## src/core/nhb_pkg.sv

```systemverilog
// Purpose: Shared constants and types for the node heartbeat, identity and fault policy entries.
// Assumes: One 125 MHz clock; entries sit at a 16-bit index and an 8-bit sub-index.
// Notes: Every offset, count, reset value and code that more than one file needs lives here.
package nhb_pkg;
   // ---------------------------------------------------------------
   // Timing
   // ---------------------------------------------------------------
   localparam int CLK_PERIOD_NS = 8;
   localparam int HB_UNIT_MS = 1;
   localparam int NS_PER_MS = 1000000;
   localparam int TICK_CYCLES = (HB_UNIT_MS * NS_PER_MS + CLK_PERIOD_NS - 1) / CLK_PERIOD_NS;
   localparam int TICK_W = 17;
   // ---------------------------------------------------------------
   // Dictionary indices and sub-indices
   // ---------------------------------------------------------------
   localparam logic [15:0] IDX_HB_PERIOD = 16'h1017;
   localparam logic [15:0] IDX_IDENTITY = 16'h1018;
   localparam logic [15:0] IDX_BUILD = 16'h1020;
   localparam logic [15:0] IDX_FAULT = 16'h1029;
   localparam logic [7:0] SUB_COUNT = 8'h00;
   localparam logic [7:0] SUB_VENDOR = 8'h01;
   localparam logic [7:0] SUB_PRODUCT = 8'h02;
   localparam logic [7:0] SUB_REVISION = 8'h03;
   localparam logic [7:0] SUB_SERIAL = 8'h04;
   localparam logic [7:0] SUB_DATE = 8'h01;
   localparam logic [7:0] SUB_TIME = 8'h02;
   localparam logic [7:0] SUB_FAULT_FIRST = 8'h01;
   localparam logic [7:0] SUB_FAULT_LAST = 8'h05;
   // ---------------------------------------------------------------
   // Counts, limits and reset values
   // ---------------------------------------------------------------
   localparam logic [7:0] IDENTITY_COUNT = 8'h04;
   localparam logic [7:0] BUILD_COUNT = 8'h02;
   localparam logic [7:0] FAULT_COUNT = 8'h05;
   localparam int FAULT_CLASSES = 5;
   localparam int RPDO_COUNT = 4;
   localparam logic [15:0] HB_PERIOD_RESET = 16'h0000;
   localparam logic [15:0] HB_PERIOD_MIN = 16'h000a;
   localparam logic [15:0] HB_CNT_LAST = 16'h0001;
   localparam logic [15:0] TIME_UPPER = 16'h0000;
   localparam logic [7:0] REV_OD_MAJOR_RST = 8'h00;
   localparam logic [7:0] REV_SW_MAJOR_RST = 8'h01;
   localparam logic [7:0] REV_SW_MINOR_RST = 8'h00;
   localparam logic [7:0] REV_HW_MINOR_RST = 8'h00;
   // ---------------------------------------------------------------
   // Fault reaction codes
   // ---------------------------------------------------------------
   localparam logic [7:0] REACT_PREOP = 8'h00;
   localparam logic [7:0] REACT_KEEP = 8'h01;
   localparam logic [7:0] REACT_STOP = 8'h02;
   localparam logic [7:0] REACT_RESET = REACT_KEEP;
   // ---------------------------------------------------------------
   // Types
   // ---------------------------------------------------------------
   typedef enum logic [1:0] {
      NHB_ABT_NONE = 2'h0,
      NHB_ABT_NO_OBJ = 2'h1,
      NHB_ABT_READ_ONLY = 2'h2,
      NHB_ABT_RANGE = 2'h3
   } nhb_abort_type;
   typedef enum logic {
      NHB_GO_PREOP = 1'h0,
      NHB_GO_STOPPED = 1'h1
   } nhb_go_type;
   typedef enum logic {
      NHB_HB_OFF = 1'h0,
      NHB_HB_RUN = 1'h1
   } nhb_hb_state_type;
endpackage

```

## src/core/nhb_hb_if.sv

```systemverilog
// Purpose: Carries the millisecond tick, period and expiry between the dictionary and the heartbeat timer.
// Assumes: All signals live in the one clock domain.
// Notes: The dictionary drives period and load; the tick and beat come back from the timers.
`timescale 1ns/1ps
`default_nettype none
interface nhb_hb_if;
   logic tick;
   logic load;
   logic [15:0] period;
   logic beat;
   modport tk (input load, output tick);
   modport bt (input tick, input load, input period, output beat);
   modport ctl (input beat, output load, output period);
endinterface
`default_nettype wire

```

## src/core/nhb_tick.sv

```systemverilog
// Purpose: Divides the system clock down to a one-cycle pulse every heartbeat time unit.
// Assumes: TICK_CYCLES is at least two.
// Notes: The phase restarts on load so the first interval after a write is a full unit.
`timescale 1ns/1ps
`default_nettype none
module nhb_tick #(
   parameter int TICK_CYCLES = nhb_pkg::TICK_CYCLES
) (
   input wire logic clock,
   input wire logic arst_n,
   nhb_hb_if.tk hb
);
   typedef struct packed {
      logic [nhb_pkg::TICK_W-1:0] cnt;
      logic tick;
   } nhb_tick_state_type;

   localparam logic [nhb_pkg::TICK_W-1:0] CNT_END = nhb_pkg::TICK_W'(TICK_CYCLES - 1);

   nhb_tick_state_type st_ff;
   nhb_tick_state_type nxt_st;

   // ---------------------------------------------------------------
   // Divider
   // ---------------------------------------------------------------
   // Count up and pulse on wrap; a load starts a fresh unit.
   always_comb begin
      nxt_st = st_ff;
      nxt_st.tick = 1'b0;
      if (hb.load) begin
         nxt_st.cnt = '0;
      end else if (st_ff.cnt == CNT_END) begin
         nxt_st.cnt = '0;
         nxt_st.tick = 1'b1;
      end else begin
         nxt_st.cnt = st_ff.cnt + nhb_pkg::TICK_W'(1);
      end
   end

   // State register.
   always_ff @(posedge clock or negedge arst_n) begin
      if (!arst_n) begin
         st_ff <= '0;
      end else begin
         st_ff <= nxt_st;
      end
   end

   assign hb.tick = st_ff.tick;
endmodule
`default_nettype wire

```

## src/core/nhb_beat.sv

```systemverilog
// Purpose: Counts heartbeat units and pulses once per configured period.
// Assumes: Period and load arrive together from registers of the dictionary.
// Notes: A zero period parks the timer so no beat is ever produced.
`timescale 1ns/1ps
`default_nettype none
module nhb_beat (
   input wire logic clock,
   input wire logic arst_n,
   nhb_hb_if.bt hb
);
   typedef struct packed {
      nhb_pkg::nhb_hb_state_type state;
      logic [15:0] cnt;
      logic [15:0] period;
      logic beat;
   } nhb_beat_state_type;

   nhb_beat_state_type st_ff;
   nhb_beat_state_type nxt_st;

   // ---------------------------------------------------------------
   // Interval counter
   // ---------------------------------------------------------------
   // The period is latched at load; a later write reloads it and restarts the running interval.
   always_comb begin
      nxt_st = st_ff;
      nxt_st.beat = 1'b0;
      if (hb.load) begin
         nxt_st.period = hb.period;
         nxt_st.cnt = hb.period;
         if (hb.period == nhb_pkg::HB_PERIOD_RESET) begin
            nxt_st.state = nhb_pkg::NHB_HB_OFF;
         end else begin
            nxt_st.state = nhb_pkg::NHB_HB_RUN;
         end
      end else begin
         case (st_ff.state)
            nhb_pkg::NHB_HB_OFF: begin
               nxt_st.cnt = st_ff.cnt;
            end
            nhb_pkg::NHB_HB_RUN: begin
               if (hb.tick) begin
                  if (st_ff.cnt == nhb_pkg::HB_CNT_LAST) begin
                     nxt_st.beat = 1'b1;
                     nxt_st.cnt = st_ff.period;
                  end else begin
                     nxt_st.cnt = st_ff.cnt - 16'h1;
                  end
               end
            end
            default: begin
               nxt_st.state = nhb_pkg::NHB_HB_OFF;
            end
         endcase
      end
   end

   // State register.
   always_ff @(posedge clock or negedge arst_n) begin
      if (!arst_n) begin
         st_ff <= '0;
      end else begin
         st_ff <= nxt_st;
      end
   end

   assign hb.beat = st_ff.beat;
endmodule
`default_nettype wire

```

## src/core/nhb_top.sv

```systemverilog
// Purpose: Heartbeat period, identity, build information and fault reaction dictionary entries of a field node.
// Assumes: One dictionary access at a time on the od_ port; fault inputs are one-cycle pulses.
// Notes: Every access is answered on the cycle after od_req with od_ack, and od_abort when refused.
`timescale 1ns/1ps
`default_nettype none
// Operation
// - A non-zero heartbeat period makes the node send heartbeats cyclically, and zero sends none.
// - The heartbeat period is a 16-bit read/write count of 1 ms units, zero after reset, valid from 10 to 65535.
// - The identity record reports four entries: vendor code, product code, revision word and serial number.
// - The revision word packs dictionary major, software major, software minor and hardware minor, MSB first.
// - The build date holds the day in its top byte, the month next and the year in the low two bytes.
// - The build time reads zero in its upper two bytes and hour then minute in 24-hour form below.
// - The build information array reports two read-only entries, date and time.
// - A reaction code of 0 goes to pre-operational, 1 keeps the state, 2 goes to stopped.
// - A missed receive deadline or a missing lifeguard or heartbeat message flags a network fault; here a deadline miss counts only while node_operational.
// - The fault reaction array reports five 8-bit read/write codes, each reset to 1.
// - A missing consumed heartbeat raises a communication error handled by the communication entry.
// - A receive deadline missed while operational raises a network fault with its state reaction.
module nhb_top #(
   parameter int TICK_CYCLES = nhb_pkg::TICK_CYCLES,
   parameter logic [31:0] VENDOR_CODE = 32'h0000_0abc, // Arbitrary value.
   parameter logic [31:0] PRODUCT_CODE = 32'h0000_0def, // Arbitrary value.
   parameter logic [31:0] SERIAL_WORD = 32'h0000_0001,
   parameter logic [7:0] BUILD_DAY = 8'h01,
   parameter logic [7:0] BUILD_MONTH = 8'h01,
   parameter logic [15:0] BUILD_YEAR = 16'h2000,
   parameter logic [7:0] BUILD_HOUR = 8'h00,
   parameter logic [7:0] BUILD_MINUTE = 8'h00
) (
   input wire logic clock,
   input wire logic arst_n,
   input wire logic od_req,
   input wire logic od_wr,
   input wire logic [15:0] od_index,
   input wire logic [7:0] od_sub,
   input wire logic [31:0] od_wdata,
   output logic od_ack,
   output logic od_abort,
   output logic [1:0] od_abort_why,
   output logic [31:0] od_rdata,
   output logic hb_req,
   input wire logic hb_done,
   input wire logic node_operational,
   input wire logic [nhb_pkg::RPDO_COUNT-1:0] rpdo_timeout,
   input wire logic consumer_hb_miss,
   input wire logic lifeguard_miss,
   input wire logic dig_in_fault,
   input wire logic ana_in_fault,
   input wire logic dig_out_fault,
   input wire logic ana_out_fault,
   output logic comm_error,
   output logic state_req,
   output logic state_req_stopped
);
   typedef struct packed {
      logic [15:0] hb_period;
      logic [nhb_pkg::FAULT_CLASSES-1:0][7:0] react;
      logic hb_pend;
      logic load;
      logic ack;
      logic abort;
      nhb_pkg::nhb_abort_type why;
      logic [31:0] rdata;
      logic comm_err;
      logic go;
      nhb_pkg::nhb_go_type go_state;
   } nhb_top_state_type;

   localparam logic [31:0] REVISION_WORD = {nhb_pkg::REV_OD_MAJOR_RST, nhb_pkg::REV_SW_MAJOR_RST,
                                            nhb_pkg::REV_SW_MINOR_RST, nhb_pkg::REV_HW_MINOR_RST};
   localparam logic [31:0] DATE_WORD = {BUILD_DAY, BUILD_MONTH, BUILD_YEAR};
   localparam logic [31:0] TIME_WORD = {nhb_pkg::TIME_UPPER, BUILD_HOUR, BUILD_MINUTE};

   nhb_top_state_type st_ff;
   nhb_top_state_type nxt_st;
   logic comm_hit;
   logic [nhb_pkg::FAULT_CLASSES-1:0] fault_vec;
   logic [nhb_pkg::FAULT_CLASSES-1:0] act_change;
   logic [nhb_pkg::FAULT_CLASSES-1:0] act_stop;

   nhb_hb_if hb ();

   // ---------------------------------------------------------------
   // Decoding helpers
   // ---------------------------------------------------------------
   // True when the sub-index names one of the reaction codes.
   function automatic logic fault_sub_ok(input logic [7:0] sub);
      fault_sub_ok = (sub >= nhb_pkg::SUB_FAULT_FIRST) && (sub <= nhb_pkg::SUB_FAULT_LAST);
   endfunction

   // Slot of the reaction table behind a sub-index.
   function automatic logic [2:0] fault_slot(input logic [7:0] sub);
      logic [7:0] s;
      s = sub - nhb_pkg::SUB_FAULT_FIRST;
      fault_slot = s[2:0];
   endfunction

   // Reaction code to {state change, go stopped}.
   function automatic logic [1:0] react_decode(input logic [7:0] code);
      case (code)
         nhb_pkg::REACT_PREOP: react_decode = 2'h2;
         nhb_pkg::REACT_STOP: react_decode = 2'h3;
         default: react_decode = 2'h0;
      endcase
   endfunction

   // ---------------------------------------------------------------
   // Fault classification
   // ---------------------------------------------------------------
   // A deadline miss only counts while operational; lost guard or heartbeat messages always count.
   assign comm_hit = ((|rpdo_timeout) & node_operational) | consumer_hb_miss | lifeguard_miss;
   assign fault_vec = {ana_out_fault, dig_out_fault, ana_in_fault, dig_in_fault, comm_hit};

   // Each class looks up its own reaction code.
   genvar g;
   generate
      for (g = 0; g < nhb_pkg::FAULT_CLASSES; g++) begin : g_react
         logic [1:0] dec;
         assign dec = react_decode(st_ff.react[g]);
         assign act_change[g] = fault_vec[g] & dec[1];
         assign act_stop[g] = fault_vec[g] & dec[0];
      end
   endgenerate

   // ---------------------------------------------------------------
   // Dictionary access and state update
   // ---------------------------------------------------------------
   // Answers land one cycle after the request; writes take effect on the same edge.
   always_comb begin
      nxt_st = st_ff;
      nxt_st.ack = 1'b0;
      nxt_st.load = 1'b0;
      // A new beat wins over a simultaneous completion so no heartbeat is lost.
      nxt_st.hb_pend = (st_ff.hb_pend & ~hb_done) | hb.beat;
      nxt_st.comm_err = comm_hit;
      nxt_st.go = |act_change;
      // Stopped is the stronger reaction, so it wins when classes disagree.
      nxt_st.go_state = (|act_stop) ? nhb_pkg::NHB_GO_STOPPED : nhb_pkg::NHB_GO_PREOP;
      if (od_req) begin
         nxt_st.ack = 1'b1;
         nxt_st.abort = 1'b0;
         nxt_st.why = nhb_pkg::NHB_ABT_NONE;
         nxt_st.rdata = '0;
         case (od_index)
            nhb_pkg::IDX_HB_PERIOD: begin
               if (od_sub != nhb_pkg::SUB_COUNT) begin
                  nxt_st.why = nhb_pkg::NHB_ABT_NO_OBJ;
               end else if (!od_wr) begin
                  nxt_st.rdata = {16'h0, st_ff.hb_period};
               end else if ((od_wdata[31:16] != 16'h0) ||
                            ((od_wdata[15:0] != nhb_pkg::HB_PERIOD_RESET) &&
                             (od_wdata[15:0] < nhb_pkg::HB_PERIOD_MIN))) begin
                  nxt_st.why = nhb_pkg::NHB_ABT_RANGE;
               end else begin
                  nxt_st.hb_period = od_wdata[15:0];
                  nxt_st.load = 1'b1;
               end
            end
            nhb_pkg::IDX_IDENTITY: begin
               if (od_wr) begin
                  nxt_st.why = nhb_pkg::NHB_ABT_READ_ONLY;
               end
               case (od_sub)
                  nhb_pkg::SUB_COUNT: nxt_st.rdata = {24'h0, nhb_pkg::IDENTITY_COUNT};
                  nhb_pkg::SUB_VENDOR: nxt_st.rdata = VENDOR_CODE;
                  nhb_pkg::SUB_PRODUCT: nxt_st.rdata = PRODUCT_CODE;
                  nhb_pkg::SUB_REVISION: nxt_st.rdata = REVISION_WORD;
                  nhb_pkg::SUB_SERIAL: nxt_st.rdata = SERIAL_WORD;
                  default: nxt_st.why = nhb_pkg::NHB_ABT_NO_OBJ;
               endcase
            end
            nhb_pkg::IDX_BUILD: begin
               if (od_wr) begin
                  nxt_st.why = nhb_pkg::NHB_ABT_READ_ONLY;
               end
               case (od_sub)
                  nhb_pkg::SUB_COUNT: nxt_st.rdata = {24'h0, nhb_pkg::BUILD_COUNT};
                  nhb_pkg::SUB_DATE: nxt_st.rdata = DATE_WORD;
                  nhb_pkg::SUB_TIME: nxt_st.rdata = TIME_WORD;
                  default: nxt_st.why = nhb_pkg::NHB_ABT_NO_OBJ;
               endcase
            end
            nhb_pkg::IDX_FAULT: begin
               if (od_sub == nhb_pkg::SUB_COUNT) begin
                  if (od_wr) begin
                     nxt_st.why = nhb_pkg::NHB_ABT_READ_ONLY;
                  end
                  nxt_st.rdata = {24'h0, nhb_pkg::FAULT_COUNT};
               end else if (!fault_sub_ok(od_sub)) begin
                  nxt_st.why = nhb_pkg::NHB_ABT_NO_OBJ;
               end else if (!od_wr) begin
                  nxt_st.rdata = {24'h0, st_ff.react[fault_slot(od_sub)]};
               end else if (od_wdata > {24'h0, nhb_pkg::REACT_STOP}) begin
                  nxt_st.why = nhb_pkg::NHB_ABT_RANGE;
               end else begin
                  nxt_st.react[fault_slot(od_sub)] = od_wdata[7:0];
               end
            end
            default: begin
               nxt_st.why = nhb_pkg::NHB_ABT_NO_OBJ;
            end
         endcase
         // A refused access returns no data.
         if (nxt_st.why != nhb_pkg::NHB_ABT_NONE) begin
            nxt_st.abort = 1'b1;
            nxt_st.rdata = '0;
         end
      end
   end

   // State register with the documented defaults.
   always_ff @(posedge clock or negedge arst_n) begin
      if (!arst_n) begin
         st_ff <= '0;
         st_ff.hb_period <= nhb_pkg::HB_PERIOD_RESET;
         st_ff.react <= {nhb_pkg::FAULT_CLASSES{nhb_pkg::REACT_RESET}};
         st_ff.why <= nhb_pkg::NHB_ABT_NONE;
         st_ff.go_state <= nhb_pkg::NHB_GO_PREOP;
      end else begin
         st_ff <= nxt_st;
      end
   end

   // ---------------------------------------------------------------
   // Heartbeat timing
   // ---------------------------------------------------------------
   // Period and load come from registers, so the timer sees a consistent pair.
   assign hb.load = st_ff.load;
   assign hb.period = st_ff.hb_period;

   nhb_tick #(
      .TICK_CYCLES(TICK_CYCLES)
   ) u_tick (
      .clock(clock),
      .arst_n(arst_n),
      .hb(hb)
   );

   nhb_beat u_beat (
      .clock(clock),
      .arst_n(arst_n),
      .hb(hb)
   );

   // ---------------------------------------------------------------
   // Outputs
   // ---------------------------------------------------------------
   // One heartbeat queues at most; a beat landing while one waits merges with it.
   assign hb_req = st_ff.hb_pend;
   assign od_ack = st_ff.ack;
   assign od_abort = st_ff.abort;
   assign od_abort_why = st_ff.why;
   assign od_rdata = st_ff.rdata;
   assign comm_error = st_ff.comm_err;
   assign state_req = st_ff.go;
   assign state_req_stopped = st_ff.go_state;
endmodule
`default_nettype wire

```

## config.mk

```make
export PLATFORM = sky130hd
export DESIGN_NAME = nhb_top
export DESIGN_NICKNAME = d
export VERILOG_FILES = /design/src/core/nhb_pkg.sv /design/src/core/nhb_hb_if.sv /design/src/core/nhb_tick.sv /design/src/core/nhb_beat.sv /design/src/core/nhb_top.sv
export SDC_FILE = /design/constraint.sdc
export NUM_CORES = 1
export LEC_CHECK = 0
export BUFFER_PORTS_ARGS = -buffer_cell sky130_fd_sc_hd__buf_2
export CELL_PAD_IN_SITES_DETAIL_PLACEMENT = 1
export CELL_PAD_IN_SITES_GLOBAL_PLACEMENT = 1
export CORE_MARGIN = 5
export CORE_UTILIZATION = 35
export CTS_BUF_LIST = sky130_fd_sc_hd__clkbuf_16
export DETAILED_ROUTE_END_ITERATION = 12
export HOLD_SLACK_MARGIN = 0.05
export PLACE_DENSITY_LB_ADDON = 0.1
export SLEW_MARGIN = 20
export SYNTH_ARGS = -nofsm -noshare
export SYNTH_HDL_FRONTEND = slang
export SYNTH_HIERARCHICAL = 1
export SYNTH_SLANG_ARGS = --single-unit
```

## constraint.sdc

```tcl
create_clock -name clock -period 5.4 [get_ports clock]
set_input_delay 0.54 -clock clock [delete_from_list [all_inputs] [get_ports clock]]
set_output_delay 0.54 -clock clock [all_outputs]
set_load 0.02 [all_outputs]
```

# Yosys cells after proc, flatten, opt, wreduce, memory -nomap -nowiden
# Index checks and enable logic that the tools add are counted.
totals:
  regBits: 149
  word_cells: 141
  in_bits: 72
op_classes:
  n_bitwise: 21
  mux: 50
  reduce_logical: 23
  magnitude_cmp: 6
  n_addsub: 3
  n_eq_ne: 17
ops:
  columns: ["op", "n"]
  rows:
  - ["$pmux 32 s4", 1]
  - ["$mux 16", 6]
  - ["$pmux 17 s5", 1]
  - ["$eq 16x13->1 const B", 4]
  - ["$eq 8x2->1 const B", 7]
  - ["$pmux 25 s2", 1]
  - ["$logic_not 8->1", 6]
  - ["$bwmux 40", 1]
  - ["$mux 37", 1]
  - ["$mux 17", 2]
  - ["$mux 34", 1]
  - ["$gt 32x2->1 const B", 1]
  - ["$mux 32", 1]
  - ["$mux 8", 4]
  - ["$reduce_bool 16->1", 2]
  - ["$bmux 8 s3", 1]
  - ["$demux 8 s3", 1]
  - ["$mux 2", 10]
  - ["$pmux 2 s2", 5]
  - ["$add 17x1->17 const B", 1]
  - ["$eq 17x17->1 const B", 1]
  - ["$eq 16x1->1 const B", 1]
  - ["$logic_not 16->1", 1]
  - ["$lt 16x4->1 const B", 1]
  - ["other kinds (25)", 59]

# Depth between registers and ports, before layout
# Gate-level depths: netlist (run 1).
logic_depth:
  depth_word: 11
  ltp_mapped: 10
  mapped_depth_nobuf: 8

# Cells and area by module
# The synthesis (run 1) kept the hierarchy.
by_module_without_submodules:
  columns: ["mod", "instances", "area_each_um2", "cells_each", "seq_area_each_um2"]
  rows:
  - ["nhb_top", 1, 4504.3, 427, 2083.2]
  - ["nhb_beat", 1, 1951.9, 203, 850.8]
  - ["nhb_tick", 1, 888.4, 90, 450.4]

# Worst setup path after synthesis (run 1)
# OpenSTA, ideal clock, no wires.
synth_timing:
  path_type: "input -> register"
  startpoint: "in od_sub[0]"
  endpoint: "reg st_ff (netlist bit hb.period[0])"
  t_required_ns: 5.275
  cell_stages: 10
  path_buffers: 3
  slack_ns: 2.506
  setup_time_ns: 0.125
  t_arrival_ns: 2.769
  path_cell_list: "inv_1 > ha_1 > inv_1 > or4_4 > buf_6 > nor3_4 > or3b_1 > buf_6 > buf_12 > mux2_4"
synth_via:
  elab_chain_len: 3
synth_rtl:
  columns: ["item", "line", "text"]
  rows:
  - ["start: declaration", "nhb_top.sv:35", "input wire logic [7:0] od_sub,"]
  - ["$reduce_bool 8->1", "nhb_top.sv:146", "if (od_sub != nhb_pkg::SUB_COUNT) begin"]
  - ["$not 1->1 (no source line)", null, null]
  - ["$reduce_and 5->1 (no source line)", null, null]
  - ["end signal: assignment", "nhb_top.sv:220", "st_ff <= nxt_st;"]
  - ["end: declaration", "nhb_top.sv:74", "nhb_top_state_type st_ff;"]
# No other way between the ends.
# A chain may end at the register's enable or synchronous reset.

# Worst setup path in the final report (run 1)
layout_timing:
  startpoint: "in od_sub[0]"
  endpoint: "reg st_ff (netlist bit od_rdata[1])"
layout_via:
  elab_chain_len: 8
layout_rtl:
  columns: ["item", "line", "text"]
  rows:
  - ["$sub 3x1->3, or another cell as far along", "nhb_top.sv:94", "s = sub - nhb_pkg::SUB_FAULT_FIRST;"]
  - ["$bmux 8 s3 or $logic_and 1x1->1 (tied branches)", "nhb_top.sv:192, nhb_top.sv:88", null]
  - ["$mux 8 (implied by the code) or $mux 2 (tied branches)", "nhb_top.sv:192, nhb_top.sv:189", null]
  - ["$mux 8 or $mux 34 (tied branches)", "nhb_top.sv:191, nhb_top.sv:184", null]
  - ["$mux 8 or $pmux 2 s4 (tied branches)", "nhb_top.sv:189, nhb_top.sv:144", null]
  - ["$mux 34 or $mux 2 (tied branches)", "nhb_top.sv:184, nhb_top.sv:139", null]
  - ["$pmux 32 s4 or $reduce_bool 2->1 (tied branches)", "nhb_top.sv:144, nhb_top.sv:204", null]
  - ["$mux 32 (*)", "nhb_top.sv:204", "if (nxt_st.why != nhb_pkg::NHB_ABT_NONE) begin"]
# Mark *: on every way between the ends. The rest lies on a longest branch, timed or not. The select of a mux whose other input is x is not followed.

==> key figures, run 1 <==
Synthesis
  • Unique masters post-synth: 79
  • Dominant register cell in the synthesized netlist: sky130_fd_sc_hd__dfrtp_1
  • Number of flops mapped to enable cells by yosys: 0
  • Sequential element share of the synthesized area: 0.4608
  • Async set-reset flop share out of synthesis: 1.000
  • Number of flip-flops and latches in the synthesized netlist: 135
  • Yosys Warn Count: 6
  • Post-Synthesis Cells: 720
  • Per-instance average area after synthesis: about 10 um^2
  • Total standard cell area after synthesis: between 7000 and 8000 um^2

Clocking
  • Total of cells resized after clock tree synthesis: 0
  • CTS tree: done
  • Post-cts hold buffer count: 0
  • Number of buffers created by CTS: 17
  • Post-CTS Setup Bufs: 0
  • Clock root buffer: sky130_fd_sc_hd__clkbuf_16
  • H-tree depth: 4
  • TritonCTS Sinks: 135
  • Clock edge transition at the registers on the reported setup and hold paths: 0.06 ns
  • Clock buffer depth: 2
  • Latest clock arrival within the worst-skew pair: 0.42 ns

Power and ir drop
  • Clock Power Share: 0.524
  • Seq pwr share: 0.422
  • Standby leakage power: a little under 0.004 uW
  • Net switching power: 534.3 uW
  • P_int: 1867 uW
  • PwrDens: roughly 280 nW/um^2
  • Switching power share of the total: 0.2225
  • Largest voltage drop on the vdd net: 0.2003 mV
  • Pwr Total: 2402 uW
  • Portion of total power attributed to combinational logic: 0.054

Timing
  • Max_slew headroom: 0.3273
  • Final setup TNS: 0 ns
  • Final hold vios: 0
  • Post-route minimum period: 3.423 ns
  • Final number of setup-violating endpoints: 0
  • FMAX: roughly 290 MHz
  • Final Max Tran Viols: 0
  • Fin Clk Skew: 0.009667 ns
  • Worst setup slack after layout: around 2 ns
  • Fraction of the cycle the final worst path needs: 0.6340
  • RSZ-0062 raised after global routing: no
  • Actual transition at the worst max-transition pin: 1.005 ns

Final layout
  • ANT cells: 0
  • Fraction of final layout cells sized beyond drive strength 1: 0.2453
  • Relative area change from synthesis to final layout: 15.43%
  • Design area: 8478 um^2
  • Flip-flop and latch area: 3385 um^2
  • Fill cell total of the finished layout: 2359
  • Multi-input logic area: 3456 um^2
  • Final Net Count: 870

Critical path
  • Max stage delay cell, worst path: sky130_fd_sc_hd__ha_1
  • Endpoint kind of the worst setup timing path: flop
  • Highest cell delay on the worst timing path: 0.99 ns
  • Chain of cells forming the critical path: buf_2, inv_1, ha_1, mux2i_1, nand2_1, a31oi_1, nor4_1, a2111oi_0, o22ai_1
  • Startpoint type of the worst setup path: primary input
  • Max Fanout on Critical Path: 25
  • Category of the most critical setup path: in -> reg
  • FF-to-FF path depth: 5
  • Critical path data required time: 5.66 ns
  • Arrival time at the worst endpoint: 3.68 ns

Detailed routing
  • Number of remaining DRC errors: 0
  • Aggregate routed wire length: around 21000 um
  • DR WL/cell: around 19 um
  • Antenna-violating nets left: 0
  • Number of vias per cell: 5.360
  • Initial DRT Pass Iterations: 5
  • DR vias: 5778
  • Iteration-0 DRC count of the detailed router: 332

Floorplan
  • I/O pin cnt: 112
  • Number of placement rows: 53
  • Initial Util: 0.3527
  • Height of the die: 154.9 um
  • DIE AREA: 23980 um^2
  • Floorplan Core Area: 20820 um^2
  • Die W: 154.9 um

Hold path
  • Path category of the worst min-delay check: in -> async

Placement
  • Half-perimeter wire length after placement: 15420 um
  • Cell area after placement: 7841 um^2
  • Post-Place Worst Slack: 1.568 ns
  • Routability Congestion: 0.9073
  • IO Port Bufs: 97

Global routing
  • Global-route total usage across every layer: 0.1755
  • Pin count of the biggest net entering global routing: 78
  • Global-route wire length before repair: 33810 um
  • GRT Residual Overflow: 0
  • Vias in the first global route: slightly above 6000
  • Antenna violations before repair: 0

Job
  • Max-cap violation count: 0

Run status
  • Status: completed
-- Yosys cell counts (all sizes together) (4+ instances only) --
cell type / count / area share
o22ai: 14 / 0.012
nand4: 13 / 0.013
inv: 34 / 0.017
xor2: 6 / 0.0072
nor4: 32 / 0.031
mux2: 39 / 0.065
xnor2: 18 / 0.021
ha: 8 / 0.014
a31oi: 6 / 0.0051
a221oi: 5 / 0.0068
nand3: 25 / 0.017
nand4b: 5 / 0.0060
and2: 28 / 0.024
clkbuf: 14 / 0.0072
a311oi: 4 / 0.0048
nand2b: 4 / 0.0034
dfstp: 5 / 0.018
o21ai: 27 / 0.019
buf: 50 / 0.051
and3: 8 / 0.0068
nand2: 43 / 0.022
a21oi: 19 / 0.013
nor2: 48 / 0.026
or3: 4 / 0.0041
nor4b: 4 / 0.0048
nor2b: 12 / 0.010
mux2i: 12 / 0.016
nor3: 26 / 0.022
a21boi: 4 / 0.0041
o31ai: 7 / 0.0090
or4: 4 / 0.0051
a22oi: 12 / 0.012
dfrtp: 130 / 0.44
-- layout by cell type, fill, tap and decap left out, types with 19 or more instances in the layout --
cell type / netlist / final
sky130_fd_sc_hd__nor2_1: 47 / 47
sky130_fd_sc_hd__nand3_1: 25 / 25
sky130_fd_sc_hd__nor4_1: 29 / 29
sky130_fd_sc_hd__o21ai_0: 24 / 24
sky130_fd_sc_hd__and2_1: 28 / 28
sky130_fd_sc_hd__nand2_1: 43 / 43
sky130_fd_sc_hd__a21oi_1: 19 / 19
sky130_fd_sc_hd__dfrtp_1: 130 / 130
sky130_fd_sc_hd__mux2_2: 29 / 29
sky130_fd_sc_hd__inv_1: 34 / 36
sky130_fd_sc_hd__nor3_1: 23 / 23
sky130_fd_sc_hd__buf_2: 6 / 96
-- worst max-delay path, delay by kind of cell --
kind	cells	cell delay, ns
simple gates	2	0.18
mux	1	0.30
buf+inv	2	0.48
compound gates	3	1.17
fa+ha+maj	1	0.99
-- kinds of logic after synthesis --
kind of cell,count (synthesis),share of synthesized area
other cells,1,0.0005106
flops,135,0.4608
buf+inv,98,0.07530
mux,51,0.08126
xor+xnor,24,0.02862
compound gates,135,0.1296
fa+ha+maj,8,0.01363
simple gates,268,0.2102
-- per-layer routing --
metal | GRT usage | vias up | part of all wire
met3 | 0.02782 | 15 | 0.034
li1 | - | 2713 | -
met2 | 0.2829 | 112 | 0.48
met4 | 0.04458 | 0 | 0.0088
met1 | 0.2478 | 2938 | 0.48
met5 | 0 | - | 0
-- stage by stage --
stage               utilization  cells  hold WS, ns
finish                   0.4072   1078       0.1468
global placement         0.3766   1046       0.4318
CTS                      0.4072   1078       0.1893
global route             0.4072   1078       0.1978
detailed placement       0.3766   1046       0.4292
floorplan                     -    733       0.2444
-- path summary, 6_finish.rpt --
kind / start / endpoint / slack (ns)
worst min-delay path: arst_n / u_beat/st_ff[30]$_DFFE_PN0P_ / 0.15
worst max-delay path: od_sub[0] / od_rdata[1]$_DFFE_PN0P_ / 1.98
min in group clock: lifeguard_miss / comm_error$_DFF_PN0_ / 0.36
max in group asynchronous: arst_n / u_beat/st_ff[2]$_DFFE_PN0P_ / 3.94
worst min register to register: u_beat/hb.beat$_DFF_PN0_ / hb_req$_DFF_PN0_ / 0.45
worst max register to register: u_beat/st_ff[21]$_DFFE_PN0P_ / u_beat/st_ff[28]$_DFFE_PN0P_ / 3.08
-- state kept, by name (all words and copies together), names as in the netlist --
register / flops
comm_error: 1
hb.load: 1
hb.period: 16
hb_req: 1
od_abort: 1
od_abort_why: 2
od_ack: 1
od_rdata: 18
st_ff: 40
state_req: 1
state_req_stopped: 1
u_beat/hb.beat: 1
u_beat/st_ff: 33
u_tick/hb.tick: 1
u_tick/st_ff: 17
-- power groups by stage --
stage               registers, uW  clock network [uW]  logic [uW]
floorplan                    1030                   0        66.0
global placement             1030                   0         128
detailed placement           1030                   0         130
CTS                          1010                1290         130
global route                 1010                1330         144
finish                       1010                1260         129
-- cell type report --
cell class / count / area share
multi-input combinational: 500 / 0.4076
sequential: 135 / 0.3992
clock inverter: 15 / 0.02494
timing repair buffer: 102 / 0.06243
inverter: 34 / 0.01505
clock buffer: 17 / 0.05018
tap: 275 / 0.04058
(Power assumes the default switching activity.)
==> run 2, diff against run 1 <==
Clock period 5.4 ns to 3.45 ns, I/O delays scaled along.
==> run 2 against run 1 <==
Against the previous run:
- register-to-register slack lost 1.9 ns
- critical path depth decreased by 1
- clock skew is 0.00075 ns lower
- hold slack better by 0.0030 ns
- sequential power increased by 57%
- utilization rose by 0.34 points
- sequential cell count unchanged
- sequential share of layout area is 0.33 points lower
- clock power rose by 58%
- worst setup slack got worse by 1.3 ns
- clock-buffer cell count unchanged
==> key figures, run 2 (synthesized netlist as in run 1, its figures left out) <==
Global routing
  • Pin count of the biggest net entering global routing: 85
  • Global-route wire length before repair: 34170 um
  • Vias in the first global route: 6148
  • Met1 capacity usage during global routing: 0.2466
  • Global-route total usage across every layer: 0.1788
  • GRT Residual Overflow: 0
  • Antenna violations before repair: 0
  • Met2 Use GR: 0.2920
  • GR Layer Usage met3: 0.03060
  • Layer carrying the most global-route usage: met2

Hold path
  • Number of stages on the worst hold path: 3
  • Path category of the worst min-delay check: in -> reg
  • Hold EP: comm_error$_DFF_PN0_
  • Worst hold path startpoint: lifeguard_miss

Final layout
  • Relative area change from synthesis to final layout: 16.39%
  • Top library cells by usage in the layout, fill and taps aside: sky130_fd_sc_hd__dfrtp_1, sky130_fd_sc_hd__buf_2, sky130_fd_sc_hd__nor2_1
  • Final core occ: 0.4105
  • Largest register by flop count: st_ff
  • ANT cells: 0
  • Max reg flops: 40
  • Commonest non-fill, non-tap cell in the layout: sky130_fd_sc_hd__dfrtp_1
  • Fill cell total of the finished layout: 2345
  • Fraction of final layout cells sized beyond drive strength 1: 0.2543
  • Final Net Count: 877

Critical path
  • Critical path data required time: 3.75 ns
  • Arrival time at the worst endpoint: between 3 and 4 ns
  • Highest cell delay on the worst timing path: 0.72 ns
  • FF-to-FF setup slack: 1.15 ns
  • Max Fanout on Critical Path: 16
  • Worst reg2reg path startpoint: u_beat/st_ff[21]$_DFFE_PN0P_
  • FF-to-FF path depth: 5
  • Chain of cells forming the critical path: buf_2, inv_1, ha_1, inv_1, or4_4, nor3_4, or3b_1, mux2_4
  • Endpoint kind of the worst setup timing path: flop
  • Reg-to-reg critical path endpoint: u_beat/st_ff[28]$_DFFE_PN0P_
  • Max stage delay cell, worst path: sky130_fd_sc_hd__or3b_1
  • Startpoint type of the worst setup path: primary input
  • Beginning of the critical path: od_sub[0]
  • Category of the most critical setup path: in -> reg
  • Most prevalent standard cell on the critical path: sky130_fd_sc_hd__inv_1

Power and ir drop
  • PwrDens: 443.3 nW/um^2
  • Largest voltage drop on the vdd net: 0.2986 mV
  • Standby leakage power: 0.003952 uW

Placement
  • Routability Congestion: 0.8892
  • Half-perimeter wire length after placement: around 16000 um
  • IO Port Bufs: between 90 and 100

Timing
  • Final setup TNS: 0 ns
  • Final number of setup-violating endpoints: 0
  • Fin Clk Skew: 0.008920 ns
  • Final hold vios: 0
  • Final Max Tran Viols: 0
  • Max_slew headroom: 0.3754
  • Fraction of the cycle the final worst path needs: 0.7947
  • FMAX: 364.7 MHz
  • Actual transition at the worst max-transition pin: 0.9335 ns
  • Post-route minimum period: 2.742 ns
  • RSZ-0062 raised after global routing: no

Detailed routing
  • Initial DRT Pass Iterations: 4
  • Number of remaining DRC errors: 0
  • DR WL/cell: between 15 and 20 um
  • Antenna-violating nets left: 0
  • Aggregate routed wire length: 21370 um
  • Iteration-0 DRC count of the detailed router: 295
  • Number of vias per cell: 5.395
  • DR vias: between 5000 and 6000

Floorplan
  • Height of the die: 154.9 um
  • Number of placement rows: 53
  • Floorplan Core Area: 20820 um^2
  • DIE AREA: 23980 um^2
  • Die W: about 150 um
  • I/O pin cnt: 112
  • Initial Util: 0.3527

Clocking
  • Post-CTS Setup Bufs: 0
  • Latest clock arrival within the worst-skew pair: 0.42 ns
  • Clock buffer depth: 2
  • TritonCTS Sinks: 135
  • CTS tree: done
  • Clock root buffer: sky130_fd_sc_hd__clkbuf_16
  • Clock edge transition at the registers on the reported setup and hold paths: around 0.060 ns
  • H-tree depth: 4
  • Number of buffers created by CTS: 17

Run status
  • Status: completed

Job
  • Max-cap violation count: 0
run 2: cell count changes in the layout (fill, tap and decap cells not counted), sizes merged:
cell | previous run | this run
inv | 36 | 41
clkinvlp | 3 | 1
clkinv | 5 | 3
dlygate4sd3 | 0 | 1
buf | 102 | 108
bufinv | 5 | 4
run 2: power by group:
part	leakage, uW	internal [uW]	switching, uW	total (uW)
logic	0.00181	69.6	141	211
clock network	0.000312	1230	762	1990
registers	0.00183	1590	0.737	1590
run 2: worst max path at each step:
stage,endpoint,slack (ns),cells past startpoint
detailed placement,hb.period[8]$_DFFE_PN0P_,0.27,8
global route,hb.period[12]$_DFFE_PN0P_,0.60,8
finish,hb.period[10]$_DFFE_PN0P_,0.71,8
CTS,hb.period[12]$_DFFE_PN0P_,0.71,8
global placement,hb.period[12]$_DFFE_PN0P_,0.38,8
floorplan,hb.period[0]$_DFFE_PN0P_,0.75,10
run 2: cell type report:
cell class	count	area, um^2	area share
timing repair buffer	109	596.8	0.06982
multi-input combinational	500	3456	0.4043
clock inverter	15	214.0	0.02503
clock buffer	17	425.4	0.04977
inverter	34	127.6	0.01493
sequential	135	3385	0.3959
tap	275	344.1	0.04025
run 2: stage by stage:
stage	power, uW	area [um^2]	instances	hold slack (ns)	setup WS (ns)
6_report	3789	8548	1085	0.1498	0.7082
3_3_place_gp	1821	7899	1052	0.4182	0.3761
4_1_cts	3851	8548	1085	0.1339	0.7092
2_1_floorplan	1720	7393	733	0.04941	0.7512
5_1_grt	3940	8548	1085	0.1514	0.5959
3_5_place_dp	1826	7899	1052	0.4183	0.2722
run 2: per-layer routing:
layer,wire (um),vias to the layer above
met4,207,0
met1,9969,2976
met3,781,14
li1,-,2738
met5,0,-
met2,10410,126
run 2: what timing repair did:
item / 4_1_cts / 5_1_grt
hold buffers: 1 / 0
resized for setup: 0 / 0
endpoints found under the hold margin: 78 / 0
run 2: worst max-delay path: cells and delay by family:
| kind | cells | cell delay (ns) |
|---|---|---|
| simple gates | 3 | 1.54 |
| buf+inv | 3 | 0.40 |
| fa+ha+maj | 1 | 0.30 |
| mux | 1 | 0.43 |
==> run 3, diff against run 2 <==
Clock period 3.45 ns to 2.5 ns, I/O delays scaled along.
==> run 3 against run 2 <==
Against the previous run:
- sequential cell count unchanged
- sequential share of layout area is 1.5 points lower
- wire length increased by 1.6%
- cell count up 3.6%
- global-route usage increased by 0.32 points
- combinational power up 49%
- worst setup slack got worse by 0.45 ns
- hold slack lost 0.078 ns
- first-iteration DRC count shrank 1.7%
- clock skew down 0.00062 ns
- critical endpoint is now od_rdata[7]$_DFFE_PN0P_
==> key figures, run 3 (synthesized netlist as in run 1, its figures left out) <==
Run status
  • Status: completed

Floorplan
  • Floorplan Core Area: 20820 um^2
  • DIE AREA: 23980 um^2
  • I/O pin cnt: between 100 and 150
  • Height of the die: 154.9 um
  • Die W: 154.9 um
  • Initial Util: 0.3527
  • Number of placement rows: 53

Detailed routing
  • Number of remaining DRC errors: 0
  • DR vias: about 6000
  • Iteration-0 DRC count of the detailed router: 290
  • DR WL/cell: 19.31 um
  • Initial DRT Pass Iterations: 5
  • Aggregate routed wire length: roughly 22000 um
  • Number of vias per cell: around 5.3
  • Antenna-violating nets left: 0

Global routing
  • GRT Residual Overflow: 0
  • Vias in the first global route: 6498
  • Global-route wire length before repair: about 35000 um
  • Pin count of the biggest net entering global routing: 61
  • Antenna violations before repair: 0
  • Global-route total usage across every layer: 0.1820

Placement
  • Placed cell count: 1089
  • Half-perimeter wire length after placement: approximately 16000 um
  • Routability Congestion: around 0.91
  • Post-Place Worst Slack: -0.1080 ns
  • IO Port Bufs: 97
  • Cell area after placement: 8205 um^2

Timing
  • FMAX: around 450 MHz
  • Fin Clk Skew: between 0.008 and 0.009 ns
  • Final hold vios: 0
  • Worst setup slack after layout: roughly 0.26 ns
  • Fraction of the cycle the final worst path needs: 0.8956
  • Post-route minimum period: 2.239 ns
  • Actual transition at the worst max-transition pin: 0.8153 ns
  • Final Max Tran Viols: 0
  • RSZ-0062 raised after global routing: no
  • Max_slew headroom: 0.4545
  • Final number of setup-violating endpoints: 0

Job
  • Max-cap violation count: 0

Clocking
  • Clock edge transition at the registers on the reported setup and hold paths: ~0.060 ns
  • Latest clock arrival within the worst-skew pair: 0.43 ns
  • Clock root buffer: sky130_fd_sc_hd__clkbuf_16
  • Clock buffer depth: 2
  • Total of cells resized after clock tree synthesis: 0
  • Post-CTS Setup Bufs: 0
  • Post-cts hold buffer count: 3
  • H-tree depth: 4
  • TritonCTS Sinks: 135
  • Number of buffers created by CTS: 17
  • CTS tree: done

Power and ir drop
  • Pwr Total: 5269 uW
  • Standby leakage power: between 0.004 and 0.005 uW
  • PwrDens: a little under 600 nW/um^2
  • Largest voltage drop on the vdd net: 0.3807 mV

Critical path
  • Most prevalent standard cell on the critical path: sky130_fd_sc_hd__buf_4
  • Startpoint type of the worst setup path: primary input
  • Endpoint kind of the worst setup timing path: flop
  • Critical path data required time: 2.84 ns
  • Max stage delay cell, worst path: sky130_fd_sc_hd__nor4_1
  • Highest cell delay on the worst timing path: 0.45 ns
  • Category of the most critical setup path: in -> reg
  • Max Fanout on Critical Path: 15
  • Arrival time at the worst endpoint: 2.58 ns
  • Chain of cells forming the critical path: buf_2, clkinvlp_4, ha_1, xnor2_1, buf_4, o2111ai_1, nor4_1, buf_4, o21ai_0, and3_1, o22ai_1

Hold path
  • Path category of the worst min-delay check: in -> reg

Final layout
  • Final Net Count: approximately 900
  • Commonest non-fill, non-tap cell in the layout: sky130_fd_sc_hd__dfrtp_1
  • Top library cells by usage in the layout, fill and taps aside: sky130_fd_sc_hd__dfrtp_1, sky130_fd_sc_hd__buf_2, sky130_fd_sc_hd__nor2_1
  • Largest register by flop count: st_ff
  • Design area: 8875 um^2
  • Fill cell total of the finished layout: 2359
  • ANT cells: 0
  • Max reg flops: 40
  • Relative area change from synthesis to final layout: 20.83%
  • Fraction of final layout cells sized beyond drive strength 1: 0.2886
  • Post-route insts no fill: 1124
## run 3: stage by stage
stage / setup TNS, ns / hold WS, ns / util
2_1_floorplan: 0 / -0.04559 / -
3_3_place_gp: -0.3507 / 0.2627 / 0.3941
3_5_place_dp: -0.3859 / 0.2669 / 0.3941
4_1_cts: 0 / 0.05723 / 0.4262
5_1_grt: 0 / 0.05949 / 0.4262
6_report: 0 / 0.07140 / 0.4262
## run 3: metal layers
metal  part of all wire  wire length (um)  global-route usage  vias up
met5                  0                 0                   0        -
met4              0.012               269             0.04584        0
met3              0.045               979             0.04478       21
met2               0.49             10630              0.3032      118
met1               0.45              9824              0.2386     3047
li1                   -                 -                   -     2805
## run 3: worst paths after layout
check                                                   from  depth (start not counted)                      endpoint  slack [ns]
worst max-delay path                               od_sub[0]                         11       od_rdata[7]$_DFFE_PN0P_        0.26
worst min-delay path                         rpdo_timeout[2]                          3          comm_error$_DFF_PN0_        0.07
worst max register to register  u_beat/st_ff[21]$_DFFE_PN0P_                          6  u_beat/st_ff[17]$_DFFE_PN0P_        0.54
worst min register to register      u_beat/hb.beat$_DFF_PN0_                          1              hb_req$_DFF_PN0_        0.44
max in group asynchronous                             arst_n                          3         st_ff[57]$_DFFE_PN1P_        1.42
min in group asynchronous                             arst_n                          2  u_beat/st_ff[14]$_DFFE_PN0P_        0.36
## run 3: power by group
| part | total, uW | internal, uW | switching, uW |
|---|---|---|---|
| clock network | 2770 | 1700 | 1070 |
| logic | 315 | 115 | 200 |
| registers | 2190 | 2190 | 1.19 |
## run 3: cell type report
type                       instances  area (um^2)  share of cell area
multi-input combinational        500         3468              0.3908
sequential                       135         3385              0.3814
timing repair buffer             148        907.1              0.1022
clock buffer                      17        425.4             0.04793
tap                              275        344.1             0.03877
clock inverter                    15        214.0             0.02411
inverter                          34        131.4             0.01480
## run 3: worst max-delay path: cells and delay by family
kind                       cells  cell delay [ns]
and+or+nand+nor                2             0.68
xor gates and xnor gates       1             0.19
buffers and inverters          4             0.72
AOI/OAI and AO/OA              3             0.47
adders and majority gates      1             0.26
